<file path="src/rtl/rrq_parity_check.sv">
// package of shared constants and the completion byte-parity checker
// ----------------------------------------------------------------------------
// shared constants
// ----------------------------------------------------------------------------
package rrq_pkg;
   // interface width selection codes (one-hot)
   localparam logic [2:0] RRQ_WIDTH_64  = 3'h1;
   localparam logic [2:0] RRQ_WIDTH_128 = 3'h2;
   localparam logic [2:0] RRQ_WIDTH_256 = 3'h4;
   // bus sizes
   localparam int RRQ_DATA_W     = 256;
   localparam int RRQ_KEEP_W     = 8;
   localparam int RRQ_SIDEBAND_W = 60;
   localparam int RRQ_PROG_W     = 4;
   localparam int RRQ_READY_W    = 4;
   localparam int RRQ_PAR_W      = 32;
   // completion sideband layout: bit 0 discontinue, parity in [32:1]
   localparam int RRQ_CPL_SB_W   = 33;
   localparam int RRQ_CPL_PAR_LO = 1;
   // parity lanes checked per width
   localparam logic [RRQ_PAR_W-1:0] RRQ_PAR_MASK_64  = 32'h0000_00FF;
   localparam logic [RRQ_PAR_W-1:0] RRQ_PAR_MASK_128 = 32'h0000_FFFF;
   localparam logic [RRQ_PAR_W-1:0] RRQ_PAR_MASK_256 = 32'hFFFF_FFFF;
   // keep lanes used per width
   localparam logic [RRQ_KEEP_W-1:0] RRQ_KEEP_MASK_64  = 8'h03;
   localparam logic [RRQ_KEEP_W-1:0] RRQ_KEEP_MASK_128 = 8'h0F;
   localparam logic [RRQ_KEEP_W-1:0] RRQ_KEEP_MASK_256 = 8'hFF;
   // reset values
   localparam logic [RRQ_PROG_W-1:0] RRQ_PROG_RST = 4'h0;
endpackage

// ----------------------------------------------------------------------------
// odd-parity check of each completion data byte within the lanes of the selected width
// ----------------------------------------------------------------------------
module rrq_parity_check
   import rrq_pkg::*;
(
   // configuration
   input  wire logic [2:0]           i_width_sel,
   input  wire logic                 i_parity_en,
   // data and parity under test
   input  wire logic [RRQ_DATA_W-1:0] i_data,
   input  wire logic [RRQ_PAR_W-1:0]  i_parity,
   // result
   output logic                       o_mismatch
);
   logic [RRQ_PAR_W-1:0] expect_par;
   logic [RRQ_PAR_W-1:0] lane_mask;

   // expected odd parity, one bit per byte
   always_comb begin
      for (int i = 0; i < RRQ_PAR_W; i++) begin
         expect_par[i] = ~(^i_data[i*8 +: 8]);
      end
   end

   always_comb begin
      if (i_width_sel == RRQ_WIDTH_64) begin
         lane_mask = RRQ_PAR_MASK_64;
      end else if (i_width_sel == RRQ_WIDTH_128) begin
         lane_mask = RRQ_PAR_MASK_128;
      end else begin
         lane_mask = RRQ_PAR_MASK_256;
      end
   end

   assign o_mismatch = i_parity_en & (|((expect_par ^ i_parity) & lane_mask));
endmodule

</file>
<file path="src/rtl/rrq_ingress.sv">
// request ingress stage with completion parity checking
// Notes on behaviour
// - only low 16 parity bits checked at 128, low 8 at 64
// - parity mismatch discards the bad beat and the rest of its packet, sets internal error until reset
// - request bus 64/128/256 wide; unused high bits ignored
// - 60-bit request sideband meaningful only while request valid is high
// - keep [7:4] ignored at 128, [7:2] ignored at 64
// - beat moves only when valid and ready both high
// - four ready bits always driven together, all ones or zeros
// - progress number returned once request can no longer be overtaken
// - progress valid pulses for exactly one cycle per returned number
module rrq_ingress
   import rrq_pkg::*;
(
   // clock and reset
   input  wire logic                        i_mclk,
   input  wire logic                        i_rst_b,
   // static configuration
   input  wire logic [2:0]                  i_width_sel,
   input  wire logic                        i_parity_en,
   // request stream from user
   input  wire logic [RRQ_DATA_W-1:0]       i_request_payload_bus,
   input  wire logic [RRQ_SIDEBAND_W-1:0]   i_request_sideband,
   input  wire logic                        i_request_end_marker,
   input  wire logic [RRQ_KEEP_W-1:0]       i_request_dword_keep,
   input  wire logic                        i_request_valid,
   input  wire logic [RRQ_PROG_W-1:0]       i_request_progress_in,
   output logic [RRQ_READY_W-1:0]           o_request_ready,
   // request stream to transmit pipeline
   output logic [RRQ_DATA_W-1:0]            o_tx_data,
   output logic [RRQ_SIDEBAND_W-1:0]        o_tx_sideband,
   output logic [RRQ_KEEP_W-1:0]            o_tx_keep,
   output logic                             o_tx_last,
   output logic                             o_tx_valid,
   input  wire logic                        i_tx_ready,
   // progress return
   output logic [RRQ_PROG_W-1:0]            o_request_progress_out,
   output logic                             o_request_progress_valid,
   // completion stream from user
   input  wire logic [RRQ_DATA_W-1:0]       i_completion_payload_bus,
   input  wire logic [RRQ_CPL_SB_W-1:0]     i_completion_sideband,
   input  wire logic                        i_completion_last,
   input  wire logic                        i_completion_valid,
   // completion stream onward
   output logic [RRQ_DATA_W-1:0]            o_cpl_data,
   output logic                             o_cpl_last,
   output logic                             o_cpl_valid,
   output logic                             o_cpl_discard,
   // error status
   output logic                             o_uncorrectable_error
);

   // ----------------------------------------------------------------------
   // types and helpers
   // ----------------------------------------------------------------------
   typedef enum logic [1:0] {
      PKT_IDLE = 2'h1,
      PKT_BODY = 2'h2
   } rrq_pkt_e;

   // data lanes used at the configured width
   function automatic logic [RRQ_DATA_W-1:0] data_mask(input logic [2:0] sel);
      logic [RRQ_DATA_W-1:0] m;
      m = '1;
      if (sel == RRQ_WIDTH_64) begin
         m = {{(RRQ_DATA_W-64){1'b0}}, {64{1'b1}}};
      end else if (sel == RRQ_WIDTH_128) begin
         m = {{(RRQ_DATA_W-128){1'b0}}, {128{1'b1}}};
      end
      return m;
   endfunction

   // keep lanes used at the configured width
   function automatic logic [RRQ_KEEP_W-1:0] keep_mask(input logic [2:0] sel);
      logic [RRQ_KEEP_W-1:0] m;
      m = RRQ_KEEP_MASK_256;
      if (sel == RRQ_WIDTH_64) begin
         m = RRQ_KEEP_MASK_64;
      end else if (sel == RRQ_WIDTH_128) begin
         m = RRQ_KEEP_MASK_128;
      end
      return m;
   endfunction

   // ----------------------------------------------------------------------
   // request path
   // ----------------------------------------------------------------------
   rrq_pkt_e                  req_state;
   rrq_pkt_e                  next_req_state;
   logic                      ready;
   logic                      next_ready;
   logic [RRQ_DATA_W-1:0]     tx_data;
   logic [RRQ_DATA_W-1:0]     next_tx_data;
   logic [RRQ_SIDEBAND_W-1:0] tx_sideband;
   logic [RRQ_SIDEBAND_W-1:0] next_tx_sideband;
   logic [RRQ_KEEP_W-1:0]     tx_keep;
   logic [RRQ_KEEP_W-1:0]     next_tx_keep;
   logic                      tx_last;
   logic                      next_tx_last;
   logic                      tx_valid;
   logic                      next_tx_valid;
   logic [RRQ_PROG_W-1:0]     pkt_prog;
   logic [RRQ_PROG_W-1:0]     next_pkt_prog;
   logic [RRQ_PROG_W-1:0]     prog_out;
   logic [RRQ_PROG_W-1:0]     next_prog_out;
   logic                      prog_vld;
   logic                      next_prog_vld;
   logic                      accept;
   logic                      drain;

   // beat moves on valid and ready
   assign accept = i_request_valid & ready;
   assign drain  = tx_valid & i_tx_ready;

   // request next-state logic
   always_comb begin
      next_req_state   = req_state;
      next_tx_data     = tx_data;
      next_tx_sideband = tx_sideband;
      next_tx_keep     = tx_keep;
      next_tx_last     = tx_last;
      next_tx_valid    = tx_valid & ~drain;
      next_pkt_prog    = pkt_prog;
      next_prog_out    = prog_out;
      next_prog_vld    = 1'b0;
      if (accept) begin
         next_tx_data     = i_request_payload_bus & data_mask(i_width_sel);
         next_tx_sideband = i_request_sideband;
         next_tx_keep     = i_request_dword_keep & keep_mask(i_width_sel);
         next_tx_last     = i_request_end_marker;
         next_tx_valid    = 1'b1;
      end
      // packet framing tracks the first beat for the progress number
      case (req_state)
         PKT_IDLE: begin
            if (accept) begin
               next_pkt_prog = i_request_progress_in;
               if (!i_request_end_marker) begin
                  next_req_state = PKT_BODY;
               end
            end
         end
         PKT_BODY: begin
            if (accept && i_request_end_marker) begin
               next_req_state = PKT_IDLE;
            end
         end
         default: begin
            next_req_state = PKT_IDLE;
         end
      endcase
      // returned when last beat leaves into pipeline
      if (drain && tx_last) begin
         next_prog_vld = 1'b1;
         next_prog_out = pkt_prog;
      end
      // a single stage: ready only while the slot will be empty,
      // trading half throughput for a registered ready
      next_ready = ~next_tx_valid;
   end

   // request registers
   always_ff @(posedge i_mclk or negedge i_rst_b) begin
      if (!i_rst_b) begin
         req_state   <= PKT_IDLE;
         ready       <= 1'b0;
         tx_data     <= '0;
         tx_sideband <= '0;
         tx_keep     <= '0;
         tx_last     <= 1'b0;
         tx_valid    <= 1'b0;
         pkt_prog    <= RRQ_PROG_RST;
         prog_out    <= RRQ_PROG_RST;
         prog_vld    <= 1'b0;
      end else begin
         req_state   <= next_req_state;
         ready       <= next_ready;
         tx_data     <= next_tx_data;
         tx_sideband <= next_tx_sideband;
         tx_keep     <= next_tx_keep;
         tx_last     <= next_tx_last;
         tx_valid    <= next_tx_valid;
         pkt_prog    <= next_pkt_prog;
         prog_out    <= next_prog_out;
         prog_vld    <= next_prog_vld;
      end
   end

   // all ready bits from one flop
   assign o_request_ready          = {RRQ_READY_W{ready}};
   assign o_tx_data                = tx_data;
   assign o_tx_sideband            = tx_sideband;
   assign o_tx_keep                = tx_keep;
   assign o_tx_last                = tx_last;
   assign o_tx_valid               = tx_valid;
   assign o_request_progress_out   = prog_out;
   assign o_request_progress_valid = prog_vld;

   // ----------------------------------------------------------------------
   // completion parity path
   // ----------------------------------------------------------------------
   logic                  par_err;
   logic                  cpl_bad;
   logic                  next_cpl_bad;
   logic [RRQ_DATA_W-1:0] cpl_data;
   logic [RRQ_DATA_W-1:0] next_cpl_data;
   logic                  cpl_last;
   logic                  next_cpl_last;
   logic                  cpl_valid;
   logic                  next_cpl_valid;
   logic                  cpl_discard;
   logic                  next_cpl_discard;
   logic                  int_err;
   logic                  next_int_err;

   // per-beat byte parity check
   rrq_parity_check u_par (
      .i_width_sel (i_width_sel),
      .i_parity_en (i_parity_en),
      .i_data      (i_completion_payload_bus),
      .i_parity    (i_completion_sideband[RRQ_CPL_PAR_LO +: RRQ_PAR_W]),
      .o_mismatch  (par_err)
   );

   // completion next-state logic
   always_comb begin
      next_cpl_data    = cpl_data;
      next_cpl_last    = cpl_last;
      next_cpl_valid   = i_completion_valid;
      next_cpl_discard = 1'b0;
      next_cpl_bad     = cpl_bad;
      next_int_err     = int_err;
      if (i_completion_valid) begin
         next_cpl_data = i_completion_payload_bus;
         next_cpl_last = i_completion_last;
         // bad beat poisons rest of packet
         next_cpl_discard = cpl_bad | par_err;
         next_cpl_bad     = (cpl_bad | par_err) & ~i_completion_last;
         next_int_err     = int_err | par_err;
      end
   end

   // completion registers
   always_ff @(posedge i_mclk or negedge i_rst_b) begin
      if (!i_rst_b) begin
         cpl_data    <= '0;
         cpl_last    <= 1'b0;
         cpl_valid   <= 1'b0;
         cpl_discard <= 1'b0;
         cpl_bad     <= 1'b0;
         int_err     <= 1'b0;
      end else begin
         cpl_data    <= next_cpl_data;
         cpl_last    <= next_cpl_last;
         cpl_valid   <= next_cpl_valid;
         cpl_discard <= next_cpl_discard;
         cpl_bad     <= next_cpl_bad;
         int_err     <= next_int_err;
      end
   end

   assign o_cpl_data            = cpl_data;
   assign o_cpl_last            = cpl_last;
   assign o_cpl_valid           = cpl_valid;
   assign o_cpl_discard         = cpl_discard;
   assign o_uncorrectable_error = int_err;
endmodule

</file>
<file path="config.mk">
export PLATFORM = sky130hd
export DESIGN_NAME = rrq_ingress
export DESIGN_NICKNAME = d
export VERILOG_FILES = /design/src/rtl/rrq_parity_check.sv /design/src/rtl/rrq_ingress.sv
export SDC_FILE = /design/constraint.sdc
export NUM_CORES = 1
export LEC_CHECK = 0
export ABC_CLOCK_PERIOD_IN_PS = 3900
export BUFFER_PORTS_ARGS = -buffer_cell sky130_fd_sc_hd__buf_4
export CAP_MARGIN = 20
export CORE_AREA = 2 2 473 475
export CTS_BUF_LIST = sky130_fd_sc_hd__clkbuf_2 sky130_fd_sc_hd__clkbuf_4 sky130_fd_sc_hd__clkbuf_8
export CTS_CLUSTER_SIZE = 20
export DETAILED_ROUTE_END_ITERATION = 7
export DIE_AREA = 0 0 475 477
export PLACE_DENSITY = 0.3
export SLEW_MARGIN = 20
export SYNTH_ARGS = -nofsm -noshare
export SYNTH_HDL_FRONTEND = slang
export SYNTH_SLANG_ARGS = --single-unit
</file>
<file path="constraint.sdc">
create_clock -name i_mclk -period 3.9 [get_ports i_mclk]
set_input_delay 0.195 -clock i_mclk [delete_from_list [all_inputs] [get_ports i_mclk]]
set_output_delay 0.195 -clock i_mclk [all_outputs]
set_load 0.05 [all_outputs]
</file>
==> metrics.csv, run 1 <==
stage;metric;value;unit
synthesis;cell area after synthesis;0.0242;sq mm
synthesis;Cell variety after synth;30;
floorplanning;die width;475;um
clocking;clock transition at the registers of the reported paths;60;ps
synthesis;register area share after synthesis;62.1;%
detailed_routing;Iter 0 DRT Violations;703;
floorplanning;Site Rows;173;
power_and_ir_drop;P_int;15.0;mW
power_and_ir_drop;Leak;22.8;nW
detailed_routing;final WL;152;mm
floorplanning;initial core utilization;10.9;%
setup_path;CP arrival;3920;ps
detailed_routing;post-route antenna net violation count;0;
setup_path;Crit Path Category;in -> reg;
timing;Final Hold Viols;0;
finish;Post-Layout Inst Area;0.0494;sq mm
global_routing;largest net degree at the start of global routing;99;
power_and_ir_drop;clock share of power;30.9;%
global_routing;initial antenna violation count;61;
power_and_ir_drop;Peak supply drop;0.298;mV
floorplanning;io pins;1223;
power_and_ir_drop;Reg power frac;31.3;%
power_and_ir_drop;Sw Share;40.3;%
synthesis;Syn Area/Cell;13.3;sq um
placed_design;dpl cells;5941;
timing;worst-case hold slack;81.0;ps
clocking;clock latency on the worst-skew pair;870;ps
detailed_routing;post-DR vias/cell;3.23;
detailed_routing;DRC Markers;0;
synthesis;register bit total from synthesis;599;
finish;synth-to-layout area growth;104;%
timing;Worst-Margin Slew;929;ps
finish;fin cells;7141;
timing;Tcrit/Tclk final;81.3;%
timing;Final Skew;25.1;ps
synthesis;cell count after synthesis;1812;
power_and_ir_drop;part of the power in combinational logic;37.7;%
finish;share of post-route cells with drive strength above 1;42.7;%
clocking;# clock sinks;599;
global_routing;vias in the first global route;25700;
timing;Max Slew Vio Count;0;
detailed_routing;drt wl/cell;21.3;um
hold_path;HP Class;in -> reg;
power_and_ir_drop;NetSw;10.1;mW
setup_path;crit start category;input pin;
timing;setup violators final;0;
setup_path;worst-path maximum fanout;3;
power_and_ir_drop;Pwr per Cell Area;509;mW/mm^2
clocking;TritonCTS Buffers;135;
global_routing;first-pass GRT wire length;207;mm
timing;RSZ-0062 raised after global routing;false;
timing;final worst path period need;3170;ps
detailed_routing;DR pass1 iterations;4;
synthesis;Mapped Nets;2440;
timing;Highest Clock Rate;0.315;GHz
run;Max-Cap Viols;0;
floorplanning;area of the core;0.221;sq mm
placed_design;GPL Wtd Cong;0.776;
finish;Final Util;22.3;%
global_routing;Tot GR Track Use;13.1;%
finish;Post-layout nets;4661;
global_routing;grt ovf;0;
synthesis;synth warn;0;
placed_design;post-place instance area;0.0371;sq mm
timing;Slew HR;38.1;%
detailed_routing;vias;23100;
clocking;Clock Path Buffers;3;
timing;Setup TNS;0;ps
clocking;H-Tree Depth;4;
placed_design;Buffers on Ports;1221;
clocking;CTS tree;done;
outcome;status;completed;
floorplanning;chip height;477;um
setup_path;critical path endpoint category;flip-flop;
setup_path;Crit path required time;4650;ps
placed_design;DP Wirelength;117;mm
floorplanning;Die Footprint;0.227;sq mm
clocking;clk root buf;clkbuf_8;
## cell usage after synthesis
master | n | area [sq um]
dfrtp_1 | 598 | 15000
nand2_1 | 384 | 1440
mux2_2 | 264 | 2970
a22o_1 | 198 | 1730
xnor2_1 | 136 | 1190
clkbuf_1 | 93 | 349
xor2_1 | 64 | 561
xnor3_1 | 27 | 608
buf_1 | 6 | 22.5
inv_1 | 6 | 22.5
buf_4 | 5 | 37.5
nor4_1 | 5 | 31.3
o21ai_0 | 4 | 20.0
nor2_1 | 3 | 11.3
a41oi_1 | 2 | 17.5
and2_1 | 2 | 12.5
nand3b_1 | 2 | 15.0
a211o_1 | 1 | 8.76
a21o_1 | 1 | 7.51
buf_6 | 1 | 11.3
dfstp_2 | 1 | 26.3
nand3_1 | 1 | 5.00
nand4_1 | 1 | 6.26
nor2b_1 | 1 | 6.26
nor3b_1 | 1 | 7.51
nor4_2 | 1 | 12.5
o21a_1 | 1 | 7.51
o21ba_1 | 1 | 10.0
or3b_1 | 1 | 8.76
xnor3_2 | 1 | 23.8
## state kept, by name, summed over array words and instances, names as in the netlist
signal / flops
o_tx_valid: 1
o_tx_keep: 8
o_request_progress_valid: 1
cpl_bad: 1
o_tx_data: 256
o_request_progress_out: 4
req_state: 2
ready: 1
o_cpl_discard: 1
o_cpl_data: 256
o_cpl_valid: 1
o_uncorrectable_error: 1
o_tx_sideband: 60
pkt_prog: 4
o_cpl_last: 1
o_tx_last: 1
## per-layer routing
layer	global-route usage (%)	up-vias	share of wire, %
met4	4.25	36	2.7
met3	5.58	214	9.5
li1	-	10700	-
met2	23.0	986	50
met1	13.9	11100	37
met5	0	-	0.15
## through the flow
stage          setup slack (ps)  power (mW)
2_1_floorplan              2050        12.9
3_3_place_gp                639        16.8
3_5_place_dp                611        16.8
4_1_cts                     558        25.9
5_1_grt                     589        26.5
6_report                    728        25.1
## power by group through the flow
| stage | clock, mW | combinational (mW) | sequential (mW) |
|---|---|---|---|
| final | 7.77 | 9.48 | 7.87 |
| after global routing | 8.50 | 10.0 | 8.00 |
| after CTS | 8.23 | 9.75 | 7.88 |
| after detailed placement | 0 | 8.88 | 7.95 |
| after global placement | 0 | 8.89 | 7.95 |
| after floorplan | 0 | 1.66 | 11.3 |
## layout by cell type (no fill, tap or decap), types with 4 or more instances in the layout
master | Yosys | routed
nand2_1 | 384 | 383
clkinvlp_4 | 0 | 4
diode_2 | 0 | 35
mux2_2 | 264 | 264
clkinv_2 | 0 | 6
xor2_1 | 64 | 64
a22o_1 | 198 | 198
nor4_1 | 5 | 5
xnor3_1 | 27 | 27
xnor2_1 | 136 | 136
buf_4 | 5 | 1244
o21ai_0 | 4 | 4
dlygate4sd3_1 | 0 | 929
inv_1 | 6 | 6
clkbuf_4 | 0 | 51
dfrtp_1 | 598 | 598
buf_12 | 0 | 13
clkbuf_8 | 0 | 165
## layout make-up
class | instances | area [sq um]
Antenna cell | 35 | 87.6
Clock buffer | 216 | 2650
Clock inverter | 19 | 183
Fill cell | 24300 | 172000
Inverter | 6 | 22.5
Multi-Input combinational cell | 1102 | 8740
Sequential cell | 599 | 15000
Tap cell | 2975 | 3720
Timing Repair Buffer | 2189 | 19000
## logic make-up (layout without fill, tap and decap cells)
family,Yosys count,count (layout),synth area share [%]
DFF,599,599,62.1
and+or+nand+nor,402,402,6.45
muxes,264,264,12.3
xor gates and xnor gates,228,228,9.87
AOI/OAI and AO/OA,208,208,7.48
buffers and inverters,111,2430,1.83
other,0,35,0
## path summary, 6_finish.rpt
path,from,end,slack [ps],cells after the start
worst max-delay path,i_completion_payload_bus[118],cpl_bad,730,11
worst min-delay path,i_request_valid,o_tx_data[55],80,4
worst max register to register,ready,o_tx_data[254],1380,5
worst min register to register,o_tx_sideband[56],o_tx_sideband[56],470,2
max in group asynchronous,i_rst_b,o_tx_data[208],2410,4
min in group asynchronous,i_rst_b,o_cpl_data[100],530,3
## critical path, stage by stage
cell	delay, ps
dlygate4sd3_1	540
buf_4	140
xnor2_1	520
buf_4	260
xnor3_2	330
xnor2_1	140
nor4_2	370
a41oi_1	290
a211o_1	390
o21ba_1	180
dlygate4sd3_1	550
## repair_timing
| action | CTS | global route |
|---|---|---|
| buffers inserted | 0 | 0 |
| hold buffers | 930 | 0 |
| resized for setup | 0 | 0 |
| endpoints found under the hold margin | 925 | 0 |
(Power assumes the default switching activity.)
==> inputs of run 2 (changes only) <==
ABC_CLOCK_PERIOD_IN_PS = 2800   (was 3900)
CORE_AREA = 2 2 471 473   (was 2 2 473 475)
DIE_AREA = 0 0 473 475   (was 0 0 475 477)
clock period = 2.8 ns   (was 3.9 ns; I/O delays follow)
==> metrics.csv, run 2 <==
stage;metric;value;unit
synthesis;Syn Area/Cell;13.3;sq um
synthesis;Post-synth EDFFs;0;
clocking;H-Tree Depth;4;
outcome;Fail Step;clock tree synthesis (4_1_cts);
floorplanning;Site Rows;172;
floorplanning;initial core utilization;11.0;%
synthesis;cell area after synthesis;0.0242;sq mm
synthesis;ys async rst share;100;%
floorplanning;io pins;1223;
floorplanning;chip height;475;um
synthesis;synth warn;0;
clocking;Resized cells post-CTS;1;
synthesis;Synth Flop Type;dfrtp_1;
synthesis;ranking of synthesized cells by area;dfrtp_1 62%, mux2_2 12%, a22o_1 7.2%, nand2_1 6.0%, xnor2_1 4.9%;
placed_design;Buffers on Ports;1221;
floorplanning;die width;473;um
outcome;status;did not finish;
synthesis;count leader, synth;dfrtp_1;
synthesis;post-synth top area share;62.0;%
synthesis;Cell variety after synth;30;
synthesis;largest area contributor in the netlist;dfrtp_1;
clocking;Post-CTS Setup Bufs;0;
clocking;# clock sinks;599;
clocking;Clock Path Buffers;3;
clocking;TritonCTS Buffers;134;
clocking;clk root buf;clkbuf_8;
synthesis;register bit total from synthesis;599;
placed_design;GPL Wtd Cong;0.809;
synthesis;register area share after synthesis;62.1;%
synthesis;top post-synthesis cells by count;598 x dfrtp_1, 384 x nand2_1, 264 x mux2_2, 198 x a22o_1, 136 x xnor2_1;
placed_design;DP Wirelength;120;mm
synthesis;cell count after synthesis;1812;
synthesis;Mapped Nets;2440;
clocking;hold buffer count at CTS;1219;
outcome;Err;[ERROR RSZ-0060] Max buffer count reached.;
## run 2: cell counts after synthesis
No cell type changed its count.
## run 2: cell families after synthesis
| kind of cell | count (synthesis) | synth area share (%) |
|---|---|---|
| simple gates | 402 | 6.45 |
| mux | 264 | 12.3 |
| xor+xnor | 228 | 9.87 |
| flops | 599 | 62.1 |
| compound gates | 208 | 7.48 |
| buf+inv | 111 | 1.83 |
## run 2: metrics by stage
stage	TNS [ps]	worst slack, ps	cell area [sq um]	util [%]	std cells
3_5_place_dp	-3110	-1040	37200	17.0	5855
3_3_place_gp	-3120	-1040	37200	17.0	5855
2_1_floorplan	0	1000	24200	-	1812
==> inputs of run 3 (changes only) <==
ABC_CLOCK_PERIOD_IN_PS = 3600   (was 2800)
CORE_AREA = 2 2 474 476   (was 2 2 471 473)
CTS_BUF_LIST = unset   (was sky130_fd_sc_hd__clkbuf_2 sky130_fd_sc_hd__clkbuf_4 sky130_fd_sc_hd__clkbuf_8)
CTS_CLUSTER_SIZE = unset   (was 20)
DIE_AREA = 0 0 476 478   (was 0 0 473 475)
PLACE_DENSITY = unset   (was 0.3)
PLACE_DENSITY_LB_ADDON = 0.15   (was unset)
clock period = 3.6 ns   (was 2.8 ns; I/O delays follow)
==> metrics.csv, run 3 (synthesis gave the netlist of run 1 again) <==
stage;metric;value;unit
outcome;status;completed;
global_routing;vias in the first global route;23600;
detailed_routing;metal3 WL;11.4;mm
setup_path;critical path endpoint category;flip-flop;
clocking;# clock sinks;599;
run;Max-Cap Viols;0;
finish;commonest non-fill, non-tap cell in the layout;buf_4;
floorplanning;chip height;478;um
detailed_routing;DRC Markers;0;
clocking;H-Tree Depth;3;
floorplanning;area of the core;0.223;sq mm
placed_design;post-place instance area;0.0372;sq mm
timing;Highest Clock Rate;0.384;GHz
placed_design;GPL Wtd Cong;0.786;
setup_path;CP arrival;3200;ps
clocking;TritonCTS Buffers;85;
setup_path;Crit path required time;4190;ps
floorplanning;initial core utilization;10.8;%
placed_design;dpl cells;5966;
setup_path;Crit Path Category;in -> reg;
placed_design;Buffers on Ports;1221;
floorplanning;io pins;1223;
power_and_ir_drop;Pwr per Cell Area;593;mW/mm^2
timing;Setup TNS;0;ps
hold_path;HP Class;in -> reg;
timing;setup violators final;0;
finish;synth-to-layout area growth;91.8;%
detailed_routing;Highest Signal Layer;met5;
clocking;clock transition at the registers of the reported paths;60;ps
power_and_ir_drop;Leak;21.4;nW
clocking;CTS tree;done;
timing;Final Skew;30.8;ps
detailed_routing;drt wl/cell;21.6;um
detailed_routing;Iter 0 DRT Violations;763;
clocking;clock latency on the worst-skew pair;720;ps
clocking;Clock Path Buffers;3;
timing;RSZ-0062 raised after global routing;false;
timing;Final Hold Viols;0;
setup_path;worst reg2reg setup slack;1020;ps
detailed_routing;DR pass1 iterations;5;
finish;fin cells;6743;
finish;Reg area;0.0150;sq mm
detailed_routing;WL met1;55.3;mm
timing;setup ws final;995;ps
floorplanning;die width;476;um
placed_design;pre-CTS setup slack;690;ps
setup_path;worst-path maximum fanout;3;
finish;Post-layout nets;4297;
setup_path;crit start category;input pin;
finish;Post-Layout Inst Area;0.0463;sq mm
global_routing;initial antenna violation count;34;
detailed_routing;vias;21400;
placed_design;DP Wirelength;117;mm
timing;Max Slew Vio Count;0;
power_and_ir_drop;Peak supply drop;0.336;mV
timing;Tcrit/Tclk final;72.4;%
finish;Fillers;24400;
finish;most frequent cells in the layout;1,248 x buf_4, 608 x dlygate4sd3_1, 598 x dfrtp_1;
clocking;Post-CTS Setup Bufs;0;
floorplanning;Site Rows;174;
timing;Slew HR;49.0;%
global_routing;first-pass GRT wire length;196;mm
global_routing;Tot GR Track Use;12.4;%
global_routing;largest net degree at the start of global routing;88;
global_routing;grt ovf;0;
detailed_routing;post-route antenna net violation count;0;
timing;final worst path period need;2600;ps
clocking;Resized cells post-CTS;0;
detailed_routing;final WL;146;mm
finish;multi-input logic area;0.00874;sq mm
clocking;clk root buf;clkbuf_16;
timing;Worst-Margin Slew;764;ps
clocking;hold buffer count at CTS;608;
detailed_routing;DR WL met2;74.4;mm
finish;share of post-route cells with drive strength above 1;44.9;%
detailed_routing;post-DR vias/cell;3.17;
floorplanning;Die Footprint;0.228;sq mm
## run 3: per-stage QoR
| step | power, mW | util (%) | hold slack [ps] |
|---|---|---|---|
| floorplan | 14.0 | - | -116 |
| global placement | 18.3 | 16.7 | 150 |
| detailed placement | 18.2 | 16.7 | 164 |
| CTS | 28.2 | 20.7 | 89.8 |
| global route | 28.8 | 20.8 | 135 |
| finish | 27.5 | 20.8 | 151 |
## run 3: final cells by class
class | instances | share of cell area (%)
clock inverter | 25 | 0.829
timing repair buffer | 1875 | 34.2
antenna | 16 | 0.0864
multi-input combinational | 1102 | 18.9
inverter | 6 | 0.0486
sequential | 599 | 32.4
clock buffer | 128 | 5.57
tap | 2992 | 8.08
## run 3: worst paths after layout
path / endpoint / start / depth (start not counted)
setup / recovery: o_uncorrectable_error / i_completion_payload_bus[154] / 11
hold / removal: cpl_bad / i_width_sel[0] / 5
setup reg to reg: o_tx_data[237] / ready / 5
hold reg to reg: o_tx_data[9] / o_tx_data[9] / 2
max in group asynchronous: o_tx_data[81] / i_rst_b / 4
min in group asynchronous: o_cpl_data[157] / i_rst_b / 3
## run 3: metal layers
metal,GRT usage [%],vias to the layer above
met2,22.4,886
met3,3.72,171
li1,-,9964
met1,13.5,10400
met4,4.25,36
met5,0,-
## run 3: worst max-delay path: stages
cell,delay [ps]
dlygate4sd3_1,530
buf_4,160
xor2_1,240
xnor3_1,460
xnor2_1,140
nor4_1,470
buf_4,200
nand4_1,100
buf_4,220
a211o_1,290
a21o_1,180
## run 3: report_power, final
| group | internal, mW | total, mW | switching, mW |
|---|---|---|---|
| clock network | 5.33 | 8.98 | 3.65 |
| logic | 3.45 | 9.97 | 6.52 |
| registers | 7.82 | 8.51 | 0.694 |
==> inputs of run 4 (changes only) <==
ABC_AREA = 1   (was unset)
ABC_CLOCK_PERIOD_IN_PS = 2100   (was 3600)
CORE_AREA = 2 2 483 485   (was 2 2 474 476)
DIE_AREA = 0 0 485 487   (was 0 0 476 478)
clock period = 2.1 ns   (was 3.6 ns; I/O delays follow)
==> metrics.csv, run 4 <==
stage;metric;value;unit
floorplanning;Site Rows;177;
power_and_ir_drop;Peak supply drop;0.589;mV
placed_design;Buffers on Ports;1221;
placed_design;DP Wirelength;132;mm
clocking;clock latency on the worst-skew pair;740;ps
power_and_ir_drop;NetSw;19.5;mW
finish;Post-layout nets;5560;
detailed_routing;Iter 0 DRT Violations;1162;
synthesis;register bit total from synthesis;599;
hold_path;start point of the worst hold path;i_width_sel[2];
setup_path;RR Endpoint;o_tx_sideband[1];
synthesis;largest area contributor in the netlist;dfrtp_1;
synthesis;xor/xnor share of the synthesized area;4.27;%
timing;RSZ-0062 raised after global routing;false;
synthesis;post-synth top area share;56.2;%
timing;Final Skew;42.4;ps
global_routing;first-pass GRT wire length;226;mm
setup_path;Reg-to-Reg Start;ready;
clocking;Post-CTS Setup Bufs;0;
placed_design;post-place instance area;0.0405;sq mm
floorplanning;die width;485;um
synthesis;multiplexer share of the synthesized area;7.53;%
setup_path;Worst path max stage delay;540;ps
finish;share of post-route cells with drive strength above 1;33.6;%
detailed_routing;post-route antenna net violation count;0;
power_and_ir_drop;Pwr per Cell Area;965;mW/mm^2
setup_path;critical path endpoint category;flip-flop;
timing;Max Slew Vio Count;0;
synthesis;ys async rst share;100;%
detailed_routing;vias;27400;
setup_path;Crit Path Category;reg -> reg;
synthesis;Post-synth EDFFs;0;
placed_design;GPL Wtd Cong;0.828;
setup_path;crit path cell chain;nand2_4 > inv_8 > buf_12 > buf_12 > nand2_1 > nand2_1 > dlygate4sd3_1;
synthesis;Cell variety after synth;28;
setup_path;CP arrival;2640;ps
timing;final worst path period need;1990;ps
synthesis;Post-Synth Adder-Cell Area;0;%
timing;Final Hold Viols;0;
synthesis;top post-synthesis cells by count;1,233 x nand2_1, 598 x dfrtp_1, 304 x nand3_1, 183 x inv_1, 178 x mux2_2;
timing;setup violators final;0;
clocking;# clock sinks;599;
hold_path;hold endpoint;o_tx_data[235];
synthesis;cell area after synthesis;0.0266;sq mm
power_and_ir_drop;Reg power frac;30.2;%
power_and_ir_drop;P_int;29.0;mW
outcome;status;completed;
synthesis;Mapped Nets;3607;
global_routing;Tot GR Track Use;13.5;%
detailed_routing;drt wl/cell;20.4;um
setup_path;worst-path maximum fanout;30;
hold_path;Hold Path Depth;6;
detailed_routing;DRC Markers;0;
synthesis;synth warn;0;
floorplanning;Die Footprint;0.236;sq mm
floorplanning;initial core utilization;11.5;%
setup_path;Crit-path slowest cell;dlygate4sd3_1;
power_and_ir_drop;Leak;25.0;nW
power_and_ir_drop;part of the power in combinational logic;36.1;%
synthesis;largest family of logic cells by synthesized area;simple AND/OR/NAND/NOR gates;
setup_path;worst reg2reg setup slack;110;ps
floorplanning;io pins;1223;
clocking;Clock Path Buffers;3;
run;Max-Cap Viols;0;
synthesis;Syn Area/Cell;8.93;sq um
finish;Final Util;21.7;%
power_and_ir_drop;clock share of power;33.7;%
clocking;clock transition at the registers of the reported paths;60;ps
hold_path;HP Class;in -> reg;
clocking;CTS tree;done;
synthesis;Compound-Gate Fraction of Synth Area;1.75;%
timing;Tcrit/Tclk final;94.8;%
timing;Worst-Margin Slew;979;ps
finish;Post-Layout Inst Area;0.0503;sq mm
global_routing;grt ovf;0;
setup_path;critical path's top delay family;buffers and inverters;
global_routing;largest net degree at the start of global routing;87;
timing;Highest Clock Rate;0.502;GHz
finish;Fillers;25600;
setup_path;reg2reg path depth;7;
finish;Reg area;0.0150;sq mm
finish;most frequent cells in the layout;1,289 x buf_4, 1,232 x nand2_1, 659 x dlygate4sd3_1;
clocking;clk root buf;clkbuf_16;
synthesis;register area share after synthesis;56.3;%
setup_path;CP Launch Point;ready;
global_routing;initial antenna violation count;42;
synthesis;Post-Synth Simple-Gate Area;25.1;%
synthesis;ranking of synthesized cells by area;dfrtp_1 56%, nand2_1 17%, mux2_2 7.5%, nand3_1 5.7%, inv_1 2.6%;
detailed_routing;post-DR vias/cell;3.40;
finish;multi-input logic area;0.0103;sq mm
timing;Slew HR;34.5;%
setup_path;Crit path required time;2750;ps
clocking;TritonCTS Buffers;89;
finish;commonest non-fill, non-tap cell in the layout;buf_4;
synthesis;count leader, synth;nand2_1;
detailed_routing;DR pass1 iterations;5;
floorplanning;area of the core;0.231;sq mm
power_and_ir_drop;Sw Share;40.2;%
power_and_ir_drop;Final Total Pwr;48.5;mW
detailed_routing;final WL;164;mm
floorplanning;chip height;487;um
clocking;H-Tree Depth;3;
setup_path;worst path buffer plus inverter count;4;
synthesis;cell count after synthesis;2979;
synthesis;Synth Flop Type;dfrtp_1;
global_routing;vias in the first global route;29000;
setup_path;crit start category;flip-flop;
finish;synth-to-layout area growth;88.9;%
==> run 4: changes by cell type in the layout (fill, tap and decap cells not counted), sizes merged, moves of 51 or more <==
cell         previous run  this run
buf                  1267      1340
mux2                  264       178
nor2                    3        96
a21oi                   0        80
xnor2                 136        68
a22o                  198         0
inv                     6       195
nand3                   1       304
nand2                 384      1236
dlygate4sd3           608       659
==> run 4: how the worst max path moves through the flow <==
| stage | slack, ps | depth (start not counted) | endpoint |
|---|---|---|---|
| 3_5_place_dp | -50 | 14 | o_cpl_discard |
| 3_3_place_gp | -100 | 15 | cpl_bad |
| 4_1_cts | 20 | 7 | o_tx_sideband[1] |
| 5_1_grt | 4 | 7 | o_tx_sideband[1] |
| 2_1_floorplan | 690 | 6 | o_tx_keep[3] |
| 6_report | 110 | 7 | o_tx_sideband[1] |
==> run 4: cell type report <==
| type | instances | area share [%] |
|---|---|---|
| well taps | 3043 | 7.58 |
| repair buffers | 1999 | 34.4 |
| inverters | 191 | 1.44 |
| clock inverters | 38 | 1.13 |
| flip-flops and latches | 599 | 29.8 |
| multi-input cells | 2052 | 20.5 |
| clock buffers | 121 | 5.05 |
| diodes | 15 | 0.0747 |
==> run 4: cells by family after synthesis <==
kind of cell / count (synthesis)
compound gates: 91
buf+inv: 328
simple gates: 1655
mux: 178
xor+xnor: 128
flops: 599
==> run 4: through the flow <==
stage	TNS [ps]	worst slack, ps	cells	hold WS (ps)
after global placement	-279	-100	7225	43.4
after floorplan	0	689	2979	-191
after detailed placement	-138	-51.1	7225	44.5
after CTS	0	20.0	8043	5.38
after global routing	0	4.48	8054	76.6
final	0	109	8058	94.0
==> run 4: power by group through the flow <==
stage | Clock [mW] | Sequential (mW) | Combinational [mW]
after global placement | 0 | 14.8 | 16.6
after floorplan | 0 | 20.9 | 3.04
final | 16.4 | 14.6 | 17.5
after detailed placement | 0 | 14.8 | 16.5
after CTS | 17.1 | 14.6 | 17.8
after global routing | 17.5 | 14.9 | 18.7
==> run 4: worst min-delay path, cell delays in order <==
cell,delay (ps)
buf_4,110
inv_2,80
a21boi_4,100
buf_4,180
nand3_1,120
nand2_1,60
==> run 4: repair_timing <==
| item | CTS | global route |
|---|---|---|
| resized for setup | 0 | 1 |
| hold buffers | 659 | 0 |
| endpoints found under the hold margin | 1198 | 0 |
| endpoints found under the setup margin | 0 | 5 |
==> run 4: per-layer routing <==
| layer | part of all wire (%) | routed length, um | global-route usage, % |
|---|---|---|---|
| met5 | 0.013 | 22 | 0 |
| met4 | 3.0 | 4980 | 4.63 |
| met1 | 40 | 65900 | 15.5 |
| met2 | 47 | 76800 | 22.2 |
| met3 | 10 | 16400 | 6.06 |
